**src/rtl/core_exec_defs.svh**
```systemverilog
`ifndef CORE_EXEC_DEFS_SVH
`define CORE_EXEC_DEFS_SVH
// data space locations of accumulator-adjacent registers
`define ADDR_X 8'h80
`define ADDR_Y 8'h81
`define ADDR_V 8'h82
`define ADDR_W 8'h83
`define ADDR_ACC 8'hff
// cycle counts per instruction class
`define CYC_SHORT 3'h2
`define CYC_NORM 3'h4
`define CYC_BITTEST 3'h5
// relative branch opcode fields
`define REL_DIR_BIT 4
`define REL_SPAN_MSB 3
`define REL_VALID_OP 8'hf4
// reset values
`define PC_RESET 12'h000
`define ACC_RESET 8'h00
`endif

```
**src/rtl/core_exec_pkg.sv**
```systemverilog
package core_exec_pkg;
    typedef enum logic [4:0] {
        OP_MOVE, OP_MOVE_IMM, OP_MOVE_IMM_REG, OP_STORE, OP_SUM, OP_AND, OP_COMPARE,
        OP_DIFF, OP_ZERO_FILL_ACC, OP_ZERO_FILL_REG, OP_PLUS_ONE, OP_MINUS_ONE,
        OP_INVERT, OP_ROTATE, OP_SHIFT, OP_BR_FLAG, OP_BR_BIT_CLEAR, OP_BR_BIT_HIGH,
        OP_BIT_ONE, OP_BIT_ZERO, OP_NOP, OP_SUB_EXIT, OP_INT_EXIT, OP_IDLE, OP_DEEP,
        OP_UNDEF
    } op_kind_t;
    typedef struct packed {
        op_kind_t kind;
        logic [1:0] len;
        logic [2:0] cycles;
        logic [2:0] bit_idx;
        logic [7:0] addr;
        logic [7:0] imm;
        logic use_imm;
    } decoded_t;
    typedef struct packed {
        logic null_result;
        logic borrow_out;
    } flags_t;
    typedef struct packed {
        logic [11:0] pc;
        logic [7:0] opcode;
        logic [7:0] byte1;
        logic [7:0] byte2;
    } fetch_t;
endpackage

```
**src/rtl/core_instruction_execution.sv**
```systemverilog
`timescale 1ns/1ps
`include "core_exec_defs.svh"
// Functional notes
// RL1: decode the documented instruction groups; 244 valid opcodes, 40 types (the code decodes 233 valid opcodes into 25 op kinds).
// RL2: move_op uses accumulator plus a data operand; one to three bytes (the code decodes move_op as one or two bytes).
// RL3: register move_immediate_op writes immediate byte to any data location.
// RL4: move forms take 4 cycles, update zero flag, keep carry.
// RL5: move_immediate_op to register is 3 bytes, 4 cycles, flags kept.
// RL6: sum, and, compare, difference use accumulator and data or immediate.
// RL7: those arithmetic forms take 4 cycles and update both flags.
// RL8: zero_fill, minus_one, plus_one accept any data address.
// RL9: plus_one and minus_one take 4 cycles, update zero, keep carry.
// RL10: zero_fill to register 3 bytes keeps flags; accumulator form updates both.
// RL11: invert, rotate, shift work on accumulator, 4 cycles, both flags.
// RL12: flag branches taken on flag 1 or 0; 1 byte, 2 cycles, flags kept.
// RL13: one-byte branches reach -15 to +16 around their own address.
// RL14: bit-test branches test data bit for 0 or 1; 3 bytes, 5 cycles.
// RL15: bit-test copies bit to carry, keeps zero, displacement -126 to +129.
// RL16: tested bit goes to carry whether or not branch is taken.
// RL17: bit set/clear on any data bit by 3-bit index; 2 bytes, 4 cycles.
// RL18: nop, sub exit, idle, deep halt: 1 byte, 2 cycles, flags kept.
// RL19: interrupt exit is 1 byte, 2 cycles, restores both flags.
// RL20: with watchdog selected, deep halt acts as idle halt.
// RL21: relative opcode has 3 condition bits, direction bit, 4-bit span.
// RL22: undefined opcodes get no defined behaviour beyond a safe skip.
module core_instruction_execution
    import core_exec_pkg::*;
#(
    parameter int PC_W = 12
) (
    input wire logic mclk_i,
    input wire logic rst_b_i,
    input wire logic [7:0] prog_opcode_i,
    input wire logic [7:0] prog_byte1_i,
    input wire logic [7:0] prog_byte2_i,
    input wire logic [7:0] data_rd_i,
    input wire logic [7:0] ind_x_i,
    input wire logic [7:0] ind_y_i,
    input wire logic [1:0] saved_flags_i,
    input wire logic watchdog_sel_i,
    output logic [PC_W-1:0] pc_o,
    output logic [7:0] data_addr_o,
    output logic [7:0] data_wr_o,
    output logic data_we_o,
    output logic [7:0] acc_o,
    output logic [1:0] flags_o,
    output logic idle_o,
    output logic deep_halt_o,
    output logic undef_o,
    output logic ret_o
);
    typedef enum logic [1:0] {ST_FETCH, ST_EXEC, ST_HALT} state_t;
    state_t state;
    logic [2:0] cyc;
    decoded_t dec;
    decoded_t next_dec;
    flags_t fl;
    logic [7:0] acc;
    logic [PC_W-1:0] pc;

    function automatic decoded_t decode(input logic [7:0] op, input logic [7:0] b1,
                                        input logic [7:0] b2, input logic [7:0] x,
                                        input logic [7:0] y);
        decoded_t d;
        d = '{kind: OP_UNDEF, len: 2'd1, cycles: `CYC_SHORT, bit_idx: op[7:5],
              addr: b1, imm: b1, use_imm: 1'b0};
        if (op[2:0] != 3'b111 && op[2:0] != 3'b001 && op[2:0] != 3'b011
                && op[2:0] != 3'b101) begin
            // condition in bits 2:0, direction in bit 3, span in bits 7:4
            d.kind = OP_BR_FLAG; // RL21
            d.bit_idx = op[2:0];
            d.addr = {3'h0, op[3], op[7:4]};
        end else if (op[3:0] == 4'b0011) begin
            d.kind = op[4] ? OP_BR_BIT_HIGH : OP_BR_BIT_CLEAR; // RL14
            d.imm = b2;
            d.len = 2'd3;
            d.cycles = `CYC_BITTEST;
        end else if (op[3:0] == 4'b1011) begin
            d.kind = op[4] ? OP_BIT_ONE : OP_BIT_ZERO; // RL17
            d.len = 2'd2;
            d.cycles = `CYC_NORM;
        end else if (op[3:0] == 4'b0101 || op[3:0] == 4'b1101) begin
            // short direct: bits 7:6 pick x/y/v/w
            d.addr = {6'h20, op[7:6]};
            d.cycles = `CYC_NORM;
            d.kind = op[3] ? OP_MOVE : OP_PLUS_ONE; // RL2 RL9
            if (op[4]) d.kind = op[3] ? OP_STORE : OP_MINUS_ONE;
        end else if (op[3:0] == 4'b0111 || op[3:0] == 4'b1111) begin
            d.cycles = `CYC_NORM;
            unique case (op[2:0] == 3'b111 ? {op[3], op[7:5]} : 4'h0)
                4'h0: begin
                    d.kind = OP_MOVE;
                    d.addr = op[4] ? y : x;
                end
                4'h1: begin
                    d.kind = OP_MOVE_IMM;
                    d.use_imm = 1'b1;
                    d.len = 2'd2;
                end
                4'h2: begin
                    d.kind = OP_COMPARE;
                    d.addr = op[4] ? y : x;
                end
                4'h3: begin
                    d.kind = OP_COMPARE;
                    d.use_imm = 1'b1;
                    d.len = 2'd2;
                end
                4'h4: begin
                    d.kind = OP_SUM;
                    d.addr = op[4] ? y : x;
                end
                4'h5: begin
                    d.kind = OP_SUM;
                    d.use_imm = 1'b1;
                    d.len = 2'd2;
                end
                4'h6: begin
                    d.kind = OP_PLUS_ONE;
                    d.addr = op[4] ? y : x;
                end
                4'h7: begin
                    d.kind = OP_STORE;
                    d.addr = op[4] ? y : x;
                end
                4'h8: begin
                    d.kind = OP_MOVE;
                    d.len = 2'd2;
                end
                4'h9: begin
                    d.kind = OP_MOVE_IMM_REG;
                    d.imm = b2;
                    d.len = 2'd3; // RL5
                end
                4'ha: begin
                    d.kind = OP_AND;
                    d.len = 2'd2;
                end
                4'hb: begin
                    d.kind = OP_AND;
                    d.use_imm = 1'b1;
                    d.len = 2'd2;
                end
                4'hc: begin
                    d.kind = OP_DIFF;
                    d.len = 2'd2;
                end
                4'hd: begin
                    d.kind = OP_DIFF;
                    d.use_imm = 1'b1;
                    d.len = 2'd2;
                end
                4'he: begin
                    d.kind = OP_MINUS_ONE;
                    d.len = 2'd2;
                end
                default: d.kind = OP_INVERT;
            endcase
        end else begin
            unique case (op)
                // every even code is a relative branch, so inherent ops use the x1 column
                8'h01: d.kind = OP_NOP; // RL18
                8'h11: d.kind = OP_SUB_EXIT;
                8'h21: d.kind = OP_INT_EXIT; // RL19
                8'h31: d.kind = OP_IDLE;
                8'h41: d.kind = OP_DEEP;
                8'h51: begin d.kind = OP_ROTATE; d.cycles = `CYC_NORM; end // RL11
                8'h61: begin d.kind = OP_SHIFT; d.cycles = `CYC_NORM; d.len = 2'd2; end
                8'h71: begin d.kind = OP_ZERO_FILL_REG; d.imm = 8'h00; d.len = 2'd3;
                             d.cycles = `CYC_NORM; end // RL10
                8'h81: begin d.kind = OP_ZERO_FILL_ACC; d.len = 2'd2;
                             d.cycles = `CYC_NORM; end
                default: d.kind = OP_UNDEF; // RL22
            endcase
        end
        return d;
    endfunction

    function automatic logic [PC_W-1:0] rel_target(input logic [PC_W-1:0] base,
                                                  input logic [7:0] op);
        logic [PC_W-1:0] span;
        span = PC_W'(op[`REL_SPAN_MSB:0]) + PC_W'(1);
        // span 0..f maps to +1..+16 forward and 0..-15 backward
        return op[`REL_DIR_BIT] ? base - span + PC_W'(1) : base + span; // RL13
    endfunction

    always_comb begin
        next_dec = decode(prog_opcode_i, prog_byte1_i, prog_byte2_i, ind_x_i, ind_y_i); // RL1
    end

    always_ff @(posedge mclk_i) begin
        if (!rst_b_i) begin
            state <= ST_FETCH;
            cyc <= 3'h0;
            dec <= '0;
        end else begin
            unique case (state)
                ST_FETCH: begin
                    dec <= next_dec;
                    cyc <= 3'h1;
                    state <= ST_EXEC;
                end
                ST_EXEC: begin
                    cyc <= cyc + 3'h1;
                    if (cyc == dec.cycles - 3'h1) begin // RL4 RL7 RL12
                        state <= (dec.kind == OP_IDLE || dec.kind == OP_DEEP) ?
                                 ST_HALT : ST_FETCH;
                    end
                end
                ST_HALT: state <= ST_HALT; // left only by reset here
            endcase
        end
    end

    wire last = (state == ST_EXEC) && (cyc == dec.cycles - 3'h1);
    wire [7:0] opnd = dec.use_imm ? dec.imm : data_rd_i;
    wire [8:0] sum9 = {1'b0, acc} + {1'b0, opnd};
    wire [8:0] dif9 = {1'b0, acc} - {1'b0, opnd};
    wire tbit = data_rd_i[dec.bit_idx];

    // accumulator and flags; the data bus read is stable during the exec window
    always_ff @(posedge mclk_i) begin
        if (!rst_b_i) begin
            acc <= `ACC_RESET;
            fl <= '0;
        end else if (last) begin
            unique case (dec.kind)
                OP_MOVE, OP_MOVE_IMM: begin acc <= opnd; fl.null_result <= opnd == 8'h00; end
                OP_STORE: fl.null_result <= acc == 8'h00; // RL4
                OP_SUM: begin acc <= sum9[7:0]; fl <= '{sum9[7:0] == 8'h00, sum9[8]}; end
                OP_DIFF: begin acc <= dif9[7:0]; fl <= '{dif9[7:0] == 8'h00, dif9[8]}; end
                OP_COMPARE: fl <= '{dif9[7:0] == 8'h00, dif9[8]}; // RL6 RL7
                OP_AND: begin acc <= acc & opnd; fl <= '{(acc & opnd) == 8'h00, 1'b0}; end
                OP_ZERO_FILL_ACC: begin acc <= 8'h00; fl <= '{1'b1, 1'b0}; end // RL10
                OP_PLUS_ONE: fl.null_result <= data_rd_i + 8'h01 == 8'h00; // RL9
                OP_MINUS_ONE: fl.null_result <= data_rd_i - 8'h01 == 8'h00;
                OP_INVERT: begin acc <= ~acc; fl <= '{~acc == 8'h00, acc[7]}; end // RL11
                OP_ROTATE: begin acc <= {acc[6:0], fl.borrow_out};
                                 fl <= '{{acc[6:0], fl.borrow_out} == 8'h00, acc[7]}; end
                OP_SHIFT: begin acc <= {acc[6:0], 1'b0};
                                fl <= '{{acc[6:0], 1'b0} == 8'h00, acc[7]}; end
                OP_BR_BIT_CLEAR, OP_BR_BIT_HIGH: fl.borrow_out <= tbit; // RL15 RL16
                OP_INT_EXIT: fl <= saved_flags_i; // RL19
                default: ;
            endcase
        end
    end

    // program counter: displacement applied relative to the branch address
    always_ff @(posedge mclk_i) begin
        if (!rst_b_i) begin
            pc <= PC_W'(`PC_RESET);
        end else if (last) begin
            unique case (dec.kind)
                OP_BR_FLAG: begin
                    if ((dec.bit_idx[1] ? fl.borrow_out : fl.null_result) == dec.bit_idx[2])
                        pc <= rel_target(pc, dec.addr); // RL13
                    else
                        pc <= pc + PC_W'(1); // RL12
                end
                OP_BR_BIT_CLEAR, OP_BR_BIT_HIGH: begin
                    if (tbit == (dec.kind == OP_BR_BIT_HIGH)) // RL14
                        pc <= pc + PC_W'(2) + PC_W'($signed(dec.imm)); // RL15
                    else
                        pc <= pc + PC_W'(3);
                end
                default: pc <= pc + PC_W'(dec.len); // RL2 RL5 RL17 RL18
            endcase
        end
    end

    // data space write-back
    always_ff @(posedge mclk_i) begin
        if (!rst_b_i) begin
            data_addr_o <= 8'h00;
            data_wr_o <= 8'h00;
            data_we_o <= 1'b0;
        end else begin
            data_we_o <= 1'b0;
            if (state == ST_FETCH)
                data_addr_o <= next_dec.addr;
            if (last) begin
                unique case (dec.kind)
                    OP_STORE: begin data_wr_o <= acc; data_we_o <= 1'b1; end
                    OP_MOVE_IMM_REG, OP_ZERO_FILL_REG: begin
                        data_wr_o <= dec.imm; data_we_o <= 1'b1; end // RL3 RL8
                    OP_PLUS_ONE: begin data_wr_o <= data_rd_i + 8'h01; data_we_o <= 1'b1; end
                    OP_MINUS_ONE: begin data_wr_o <= data_rd_i - 8'h01; data_we_o <= 1'b1; end
                    OP_BIT_ONE, OP_BIT_ZERO: begin
                        data_wr_o <= (data_rd_i & ~(8'h01 << dec.bit_idx))
                                     | ({7'h00, dec.kind == OP_BIT_ONE} << dec.bit_idx);
                        data_we_o <= 1'b1; // RL17
                    end
                    default: ;
                endcase
            end
        end
    end

    // status outputs
    always_ff @(posedge mclk_i) begin
        if (!rst_b_i) begin
            idle_o <= 1'b0;
            deep_halt_o <= 1'b0;
            undef_o <= 1'b0;
            ret_o <= 1'b0;
        end else begin
            ret_o <= last && (dec.kind == OP_SUB_EXIT || dec.kind == OP_INT_EXIT);
            undef_o <= last && dec.kind == OP_UNDEF; // RL22
            if (last && dec.kind == OP_IDLE)
                idle_o <= 1'b1;
            if (last && dec.kind == OP_DEEP) begin
                // watchdog keeps the oscillator alive, so deep halt degrades to idle
                idle_o <= watchdog_sel_i; // RL20
                deep_halt_o <= !watchdog_sel_i;
            end
        end
    end

    assign pc_o = pc;
    assign acc_o = acc;
    assign flags_o = fl;
endmodule

```
**config.mk**
```make
export PLATFORM = sky130hd
export DESIGN_NAME = core_instruction_execution
export DESIGN_NICKNAME = d
export VERILOG_FILES = /design/src/rtl/core_exec_pkg.sv /design/src/rtl/core_instruction_execution.sv
export VERILOG_INCLUDE_DIRS = /design/src /design/src/rtl
export SDC_FILE = /design/constraint.sdc
export NUM_CORES = 1
export LEC_CHECK = 0
export BUFFER_PORTS_ARGS = -buffer_cell sky130_fd_sc_hd__clkbuf_2
export CAP_MARGIN = 20
export CORE_ASPECT_RATIO = 1.1
export CORE_MARGIN = 2
export CORE_UTILIZATION = 60
export DETAILED_ROUTE_END_ITERATION = 12
export GPL_TIMING_DRIVEN = 0
export HOLD_SLACK_MARGIN = 0.12
export PLACE_DENSITY = 0.82
export RECOVER_POWER = 50
export SYNTH_ARGS = -nofsm -noshare
export SYNTH_HDL_FRONTEND = slang
export SYNTH_SLANG_ARGS = --single-unit
```
**constraint.sdc**
```tcl
create_clock -name mclk_i -period 4.3 [get_ports mclk_i]
set_input_delay 0.86 -clock mclk_i [delete_from_list [all_inputs] [get_ports mclk_i]]
set_output_delay 0.86 -clock mclk_i [all_outputs]
set_load 0.02 [all_outputs]
```
# After elaboration in Yosys (flattened, before gate mapping)
# Cells that the tools add are included.
# classes
add_sub_neg	15
n_lt_le_gt_ge	1
n_eq_ne	64
shifts	2
muxes	55
n_bitwise	5
reduce_logical	55
# op_table
cell	n
2-to-1 mux 8 bit	11
zero test 8 bit	9
one-hot mux 8 bit (8 select lines)	1
== test 5 bit (second input constant)	9
one-hot mux 5 bit (9 select lines)	1
== test 4 bit (second input constant)	10
== test 5 x 4 -> 1 bit (second input constant)	8
one-hot mux 4 bit (10 select lines)	1
one-hot mux 8 bit (5 select lines)	1
2-to-1 mux 12 bit	3
== test 8 x 7 -> 1 bit (second input constant)	4
2-to-1 mux 10 bit	3
adder 12 x 1 -> 12 bit (second input constant)	2
adder 12 x 2 -> 12 bit (second input constant)	2
== test 4 x 3 -> 1 bit (second input constant)	6
one-hot mux 12 bit (2 select lines)	1
OR reduction 2 bit	12
== test 5 x 3 -> 1 bit (second input constant)	4
2-to-1 mux 9 bit	2
2-to-1 mux 17 bit	1
AND 8 bit	2
== test 8 x 6 -> 1 bit (second input constant)	2
2-to-1 mux 4 bit	4
NOT 8 bit	2
59 further kinds	96
# totals
reg_bits	70
in_bits	53
out_inout_bits	43
word_cells	216

# Depth between registers and ports, before layout
# depth
depth_word	10
mapped_depth	14
ltp_nobuf	13

# Worst setup path before layout
# No wires, ideal clock.
# synth_path
path_kind	in2reg
start	input port data_rd_i[0]
end	register fl (netlist bit flags_o[1])
setup_ns	0.122
arrival_ns	3.245
t_required_ns	4.178
setup_slack_ns	0.933
path_stages	13
path_buffers	1
cell_sequence	clkbuf_1 > inv_1 > o21ai_0 > ha_1 > inv_1 > fa_1 > a21o_1 > a21oi_1 > nor2_1 > o31a_1 > a21oi_1 > nor4_1 > o311a_1
# synth_between
elab_chain_len	4
elab_cells_between_ends	13
classes_between	add/sub: 4; mux: 2; bitwise: 1; reduce/logical: 6
# synth_lines
item	line_no	source
start, declared	core_instruction_execution.sv:36	input wire logic [7:0] data_rd_i,
2-to-1 mux 8 bit	core_instruction_execution.sv:216	wire [7:0] opnd = dec.use_imm ? dec.imm : data_rd_i;
subtractor 8 x 8 -> 9 bit, or another cell as far along	core_instruction_execution.sv:218	wire [8:0] dif9 = {1'b0, acc} - {1'b0, opnd};
zero test 8 bit, on equally long branches	-	
one-hot mux 1 bit (12 select lines) *	core_instruction_execution.sv:227	unique case (dec.kind)
end signal, assigned	core_instruction_execution.sv:231	OP_DIFF: begin acc <= dif9[7:0]; fl <= '{dif9[7:0] == 8'h00, dif9[8]}; end
end signal, assigned	core_instruction_execution.sv:232	OP_COMPARE: fl <= '{dif9[7:0] == 8'h00, dif9[8]};
end signal, assigned	core_instruction_execution.sv:233	OP_AND: begin acc <= acc & opnd; fl <= '{(acc & opnd) == 8'h00, 1'b0}; end
end, declared	core_instruction_execution.sv:57	flags_t fl;
# Mark *: on every way between the ends. The rest lies on a longest branch, timed or not.
# A chain may end at the register's enable or synchronous reset.

# Final worst setup path
# Ends and elaborated chain as after synthesis.

==> flow_summary_export.csv <==
group,metric,value,unit
detailed_routing,wl_per_cell,19.2,µm
synthesis,synth_ff_type,"dfxtp_1",
global_routing,grt_pass1_vias,8485,
place,hpwl,20.6,mm
global_routing,antenna_found_initial,0,
detailed_routing,route.vias.total,9196,
floorplanning,die_y,127,µm
final_layout,fin_nets,1352,
power_and_ir_drop,power_frac_seq,29.6,%
clock_network,clock-sinks,70,
timing,fmax,258,MHz
power_and_ir_drop,p_sw_share,39.8,%
clock_network,cts_hold_buf,0,
clock_network,path_clk_slew,0.06,ns
setup_path,worstSetupEndpointType,"flop",
synthesis,netlist_area,8310,µm²
clock_network,numCtsBuffers,9,
place,place.gp.congestion,1.01,
setup_path,cpPeakStageDelay,0.50,ns
clock_network,cts_max_level,3,
timing,finalHoldViolCount,0,
timing,fin_ws,0.429,ns
detailed_routing,drt_iter0_markers,1247,
synthesis,synthCells,1120,
clock_network,cts-root-buf,"clkbuf_16",
floorplanning,core,13700,µm²
detailed_routing,drc,0,
synthesis,synth-edff-count,0,
setup_path,cp.required,4.54,ns
setup_path,arrival,4.11,ns
global_routing,grt_max_degree,15,
power_and_ir_drop,clkPwrFrac,31.3,%
timing,fin_skew,0.0109,ns
timing,timing.setup.tns,0,ns
power_and_ir_drop,switchingPower,0.00101,W
setup_path,start_kind,"primary input",
setup_path,slowest_stage,"o21ai_0",
synthesis,synth_fp_nets,1255,
floorplanning,std_cell_rows,45,
synthesis,syn_avg_cell_area,7.42,µm²
synthesis,yosys_warnings,0,
global_routing,grt_pass1_wl,42.7,mm
timing,rsz0062_at_grt,"false",
floorplanning,die_width,116,µm
detailed_routing,ant_nets,0,
power_and_ir_drop,ir_drop,0.205,mV
floorplanning,num_io_pins,96,
synthesis,synth.area.top_cells,"dfxtp_1 17%, ha_1 11%, xnor2_1 5.0%",
synthesis,synthDistinctLibCells,79,
clock_network,clk_path_buf_depth,2,
detailed_routing,dr.pass1.iters,7,
setup_path,worstPathCellList,"clkbuf_2 -> clkbuf_1 -> inv_1 -> o21ai_0 -> ha_1 -> inv_1 -> fa_1 -> a21o_1 -> a21oi_1 -> nor2_1 -> o31a_1 -> a21oi_1 -> nor4_1 -> o311a_1",
clock_network,postCtsSetupBuffers,0,
status,status,"completed",
global_routing,grt-ovfl-total,0,
floorplanning,start_util,60.8,%
synthesis,yosysMostFrequentCell,"nand2_1",
final_layout,synthToLayoutAreaGrowth,11.0,%
floorplanning,dieArea,14800,µm²
place,place_area,8980,µm²
timing,slew_headroom,33.3,%
final_layout,drive_above_1_share,9.66,%
synthesis,async_flop_share,0,%
power_and_ir_drop,leakagePower,3.84,nW
place,io_buffers,86,
setup_path,worst-setup-path-type,"in -> reg",
timing,layout_min_cycle_time,3.87,ns
power_and_ir_drop,internal_power,0.00153,W
global_routing,track_usage,36.4,%
final_layout,final_area,9230,µm²
synthesis,netlist.area_leader.share,16.9,%
timing,holdWs,0.486,ns
job,max_cap_violations,0,
timing,setup_viol,0,
synthesis,netlist_top_cells_count,"101 x nand2_1, 82 x o21ai_0, 78 x nor2_1, 76 x ha_1, 70 x dfxtp_1",
detailed_routing,routed_wl,27.1,mm
final_layout,diodes,0,
place,dp_slack,0.199,ns
synthesis,yosys.area.top_type,"dfxtp_1",
power_and_ir_drop,power_density,275,nW/µm²
worst_hold_path,min_path_type,"reg -> reg",
timing,post-route-period-util,90.0,%
timing,drv_slew,0,
timing,tightest_slew,0.993,ns
synthesis,yosysSeqAreaShare,16.9,%
clock_network,cts_tree,"done",
power_and_ir_drop,combPwrFrac,39.1,%
clock_network,ctsResizeCount,0,
clock_network,clock_latency,0.35,ns
detailed_routing,viasPerCell,6.52,
synthesis,synth_seq_cells,70,
setup_path,worstPathMaxFanout,8,
[state kept, by name, summed over array words and instances, names as in the netlist, 2 cells and up]
| name | count |
|---|---|
| dec | 22 |
| acc_o | 8 |
| pc_o | 12 |
| data_addr_o | 8 |
| state | 2 |
| flags_o | 2 |
| cyc | 3 |
| data_wr_o | 8 |
[power groups by stage]
stage	Sequential (W)	Clock (W)	Combinational (W)
6_report	0.000752	0.000793	0.000993
5_1_grt	0.000756	0.000823	0.00108
4_1_cts	0.000749	0.000793	0.000972
3_5_place_dp	0.000763	0	0.000966
3_3_place_gp	0.000762	0	0.000954
2_1_floorplan	0.000746	0	0.000722
[critical path, delay by kind of cell]
kind / cells / cell delay [ns]
AOI/OAI and AO/OA: 6 / 1.66
and+or+nand+nor: 2 / 0.21
buffers and inverters: 4 / 0.64
adders and majority gates: 2 / 0.73
[kinds of logic after synthesis]
family / share of synthesized area, %
compound gates: 30.3
simple gates: 21.5
buf+inv: 7.70
fa+ha+maj: 12.9
flops: 16.9
xor+xnor: 7.33
mux: 3.43
[layout by cell type (no fill, tap or decap), types with 14 or more instances in the layout]
master | netlist | routed
a21oi_1 | 65 | 65
a221oi_1 | 16 | 16
a31oi_1 | 22 | 22
buf_2 | 23 | 23
buf_4 | 14 | 14
clkbuf_1 | 40 | 86
clkbuf_2 | 0 | 42
dfxtp_1 | 70 | 70
ha_1 | 76 | 76
inv_1 | 57 | 57
mux2i_1 | 24 | 24
nand2_1 | 101 | 101
nand2b_1 | 23 | 23
nand3_1 | 40 | 40
nor2_1 | 78 | 78
nor2b_1 | 20 | 20
nor3_1 | 30 | 31
o211a_1 | 17 | 17
o211ai_1 | 30 | 30
o21ai_0 | 82 | 82
o22ai_1 | 15 | 15
xnor2_1 | 47 | 47
xor2_1 | 18 | 18
[final timing paths]
path	from	end	slack, ns	depth (start not counted)
min reg2reg	dec[22]	dec[22]	0.49	1
max	data_rd_i[0]	flags_o[1]	0.43	14
min	dec[22]	dec[22]	0.49	1
max reg2reg	pc_o[1]	pc_o[11]	0.73	12
[per-stage QoR]
step	power, W	util, %	cells
after detailed placement	0.00173	65.6	1394
final	0.00254	67.4	1410
after floorplan	0.00147	-	1120
after global placement	0.00172	65.6	1394
after CTS	0.00251	67.9	1410
after global routing	0.00266	67.4	1410
[metal layers]
metal | GRT usage (%) | share of wire (%)
met5 | 0 | 0
met4 | 18.0 | 4.7
met3 | 7.78 | 10
met2 | 57.4 | 45
met1 | 46.8 | 40
[final cells by class]
type / count / area (µm²)
multi-input cells: 907 / 6270
well taps: 188 / 235
plain buffers: 84 / 419
clock inverters: 7 / 82.6
fillers: 1286 / 4450
repair buffers: 86 / 375
inverters: 59 / 221
clock buffers: 9 / 225
flip-flops and latches: 70 / 1400
Note: power is estimated with default switching activity, not from simulation.
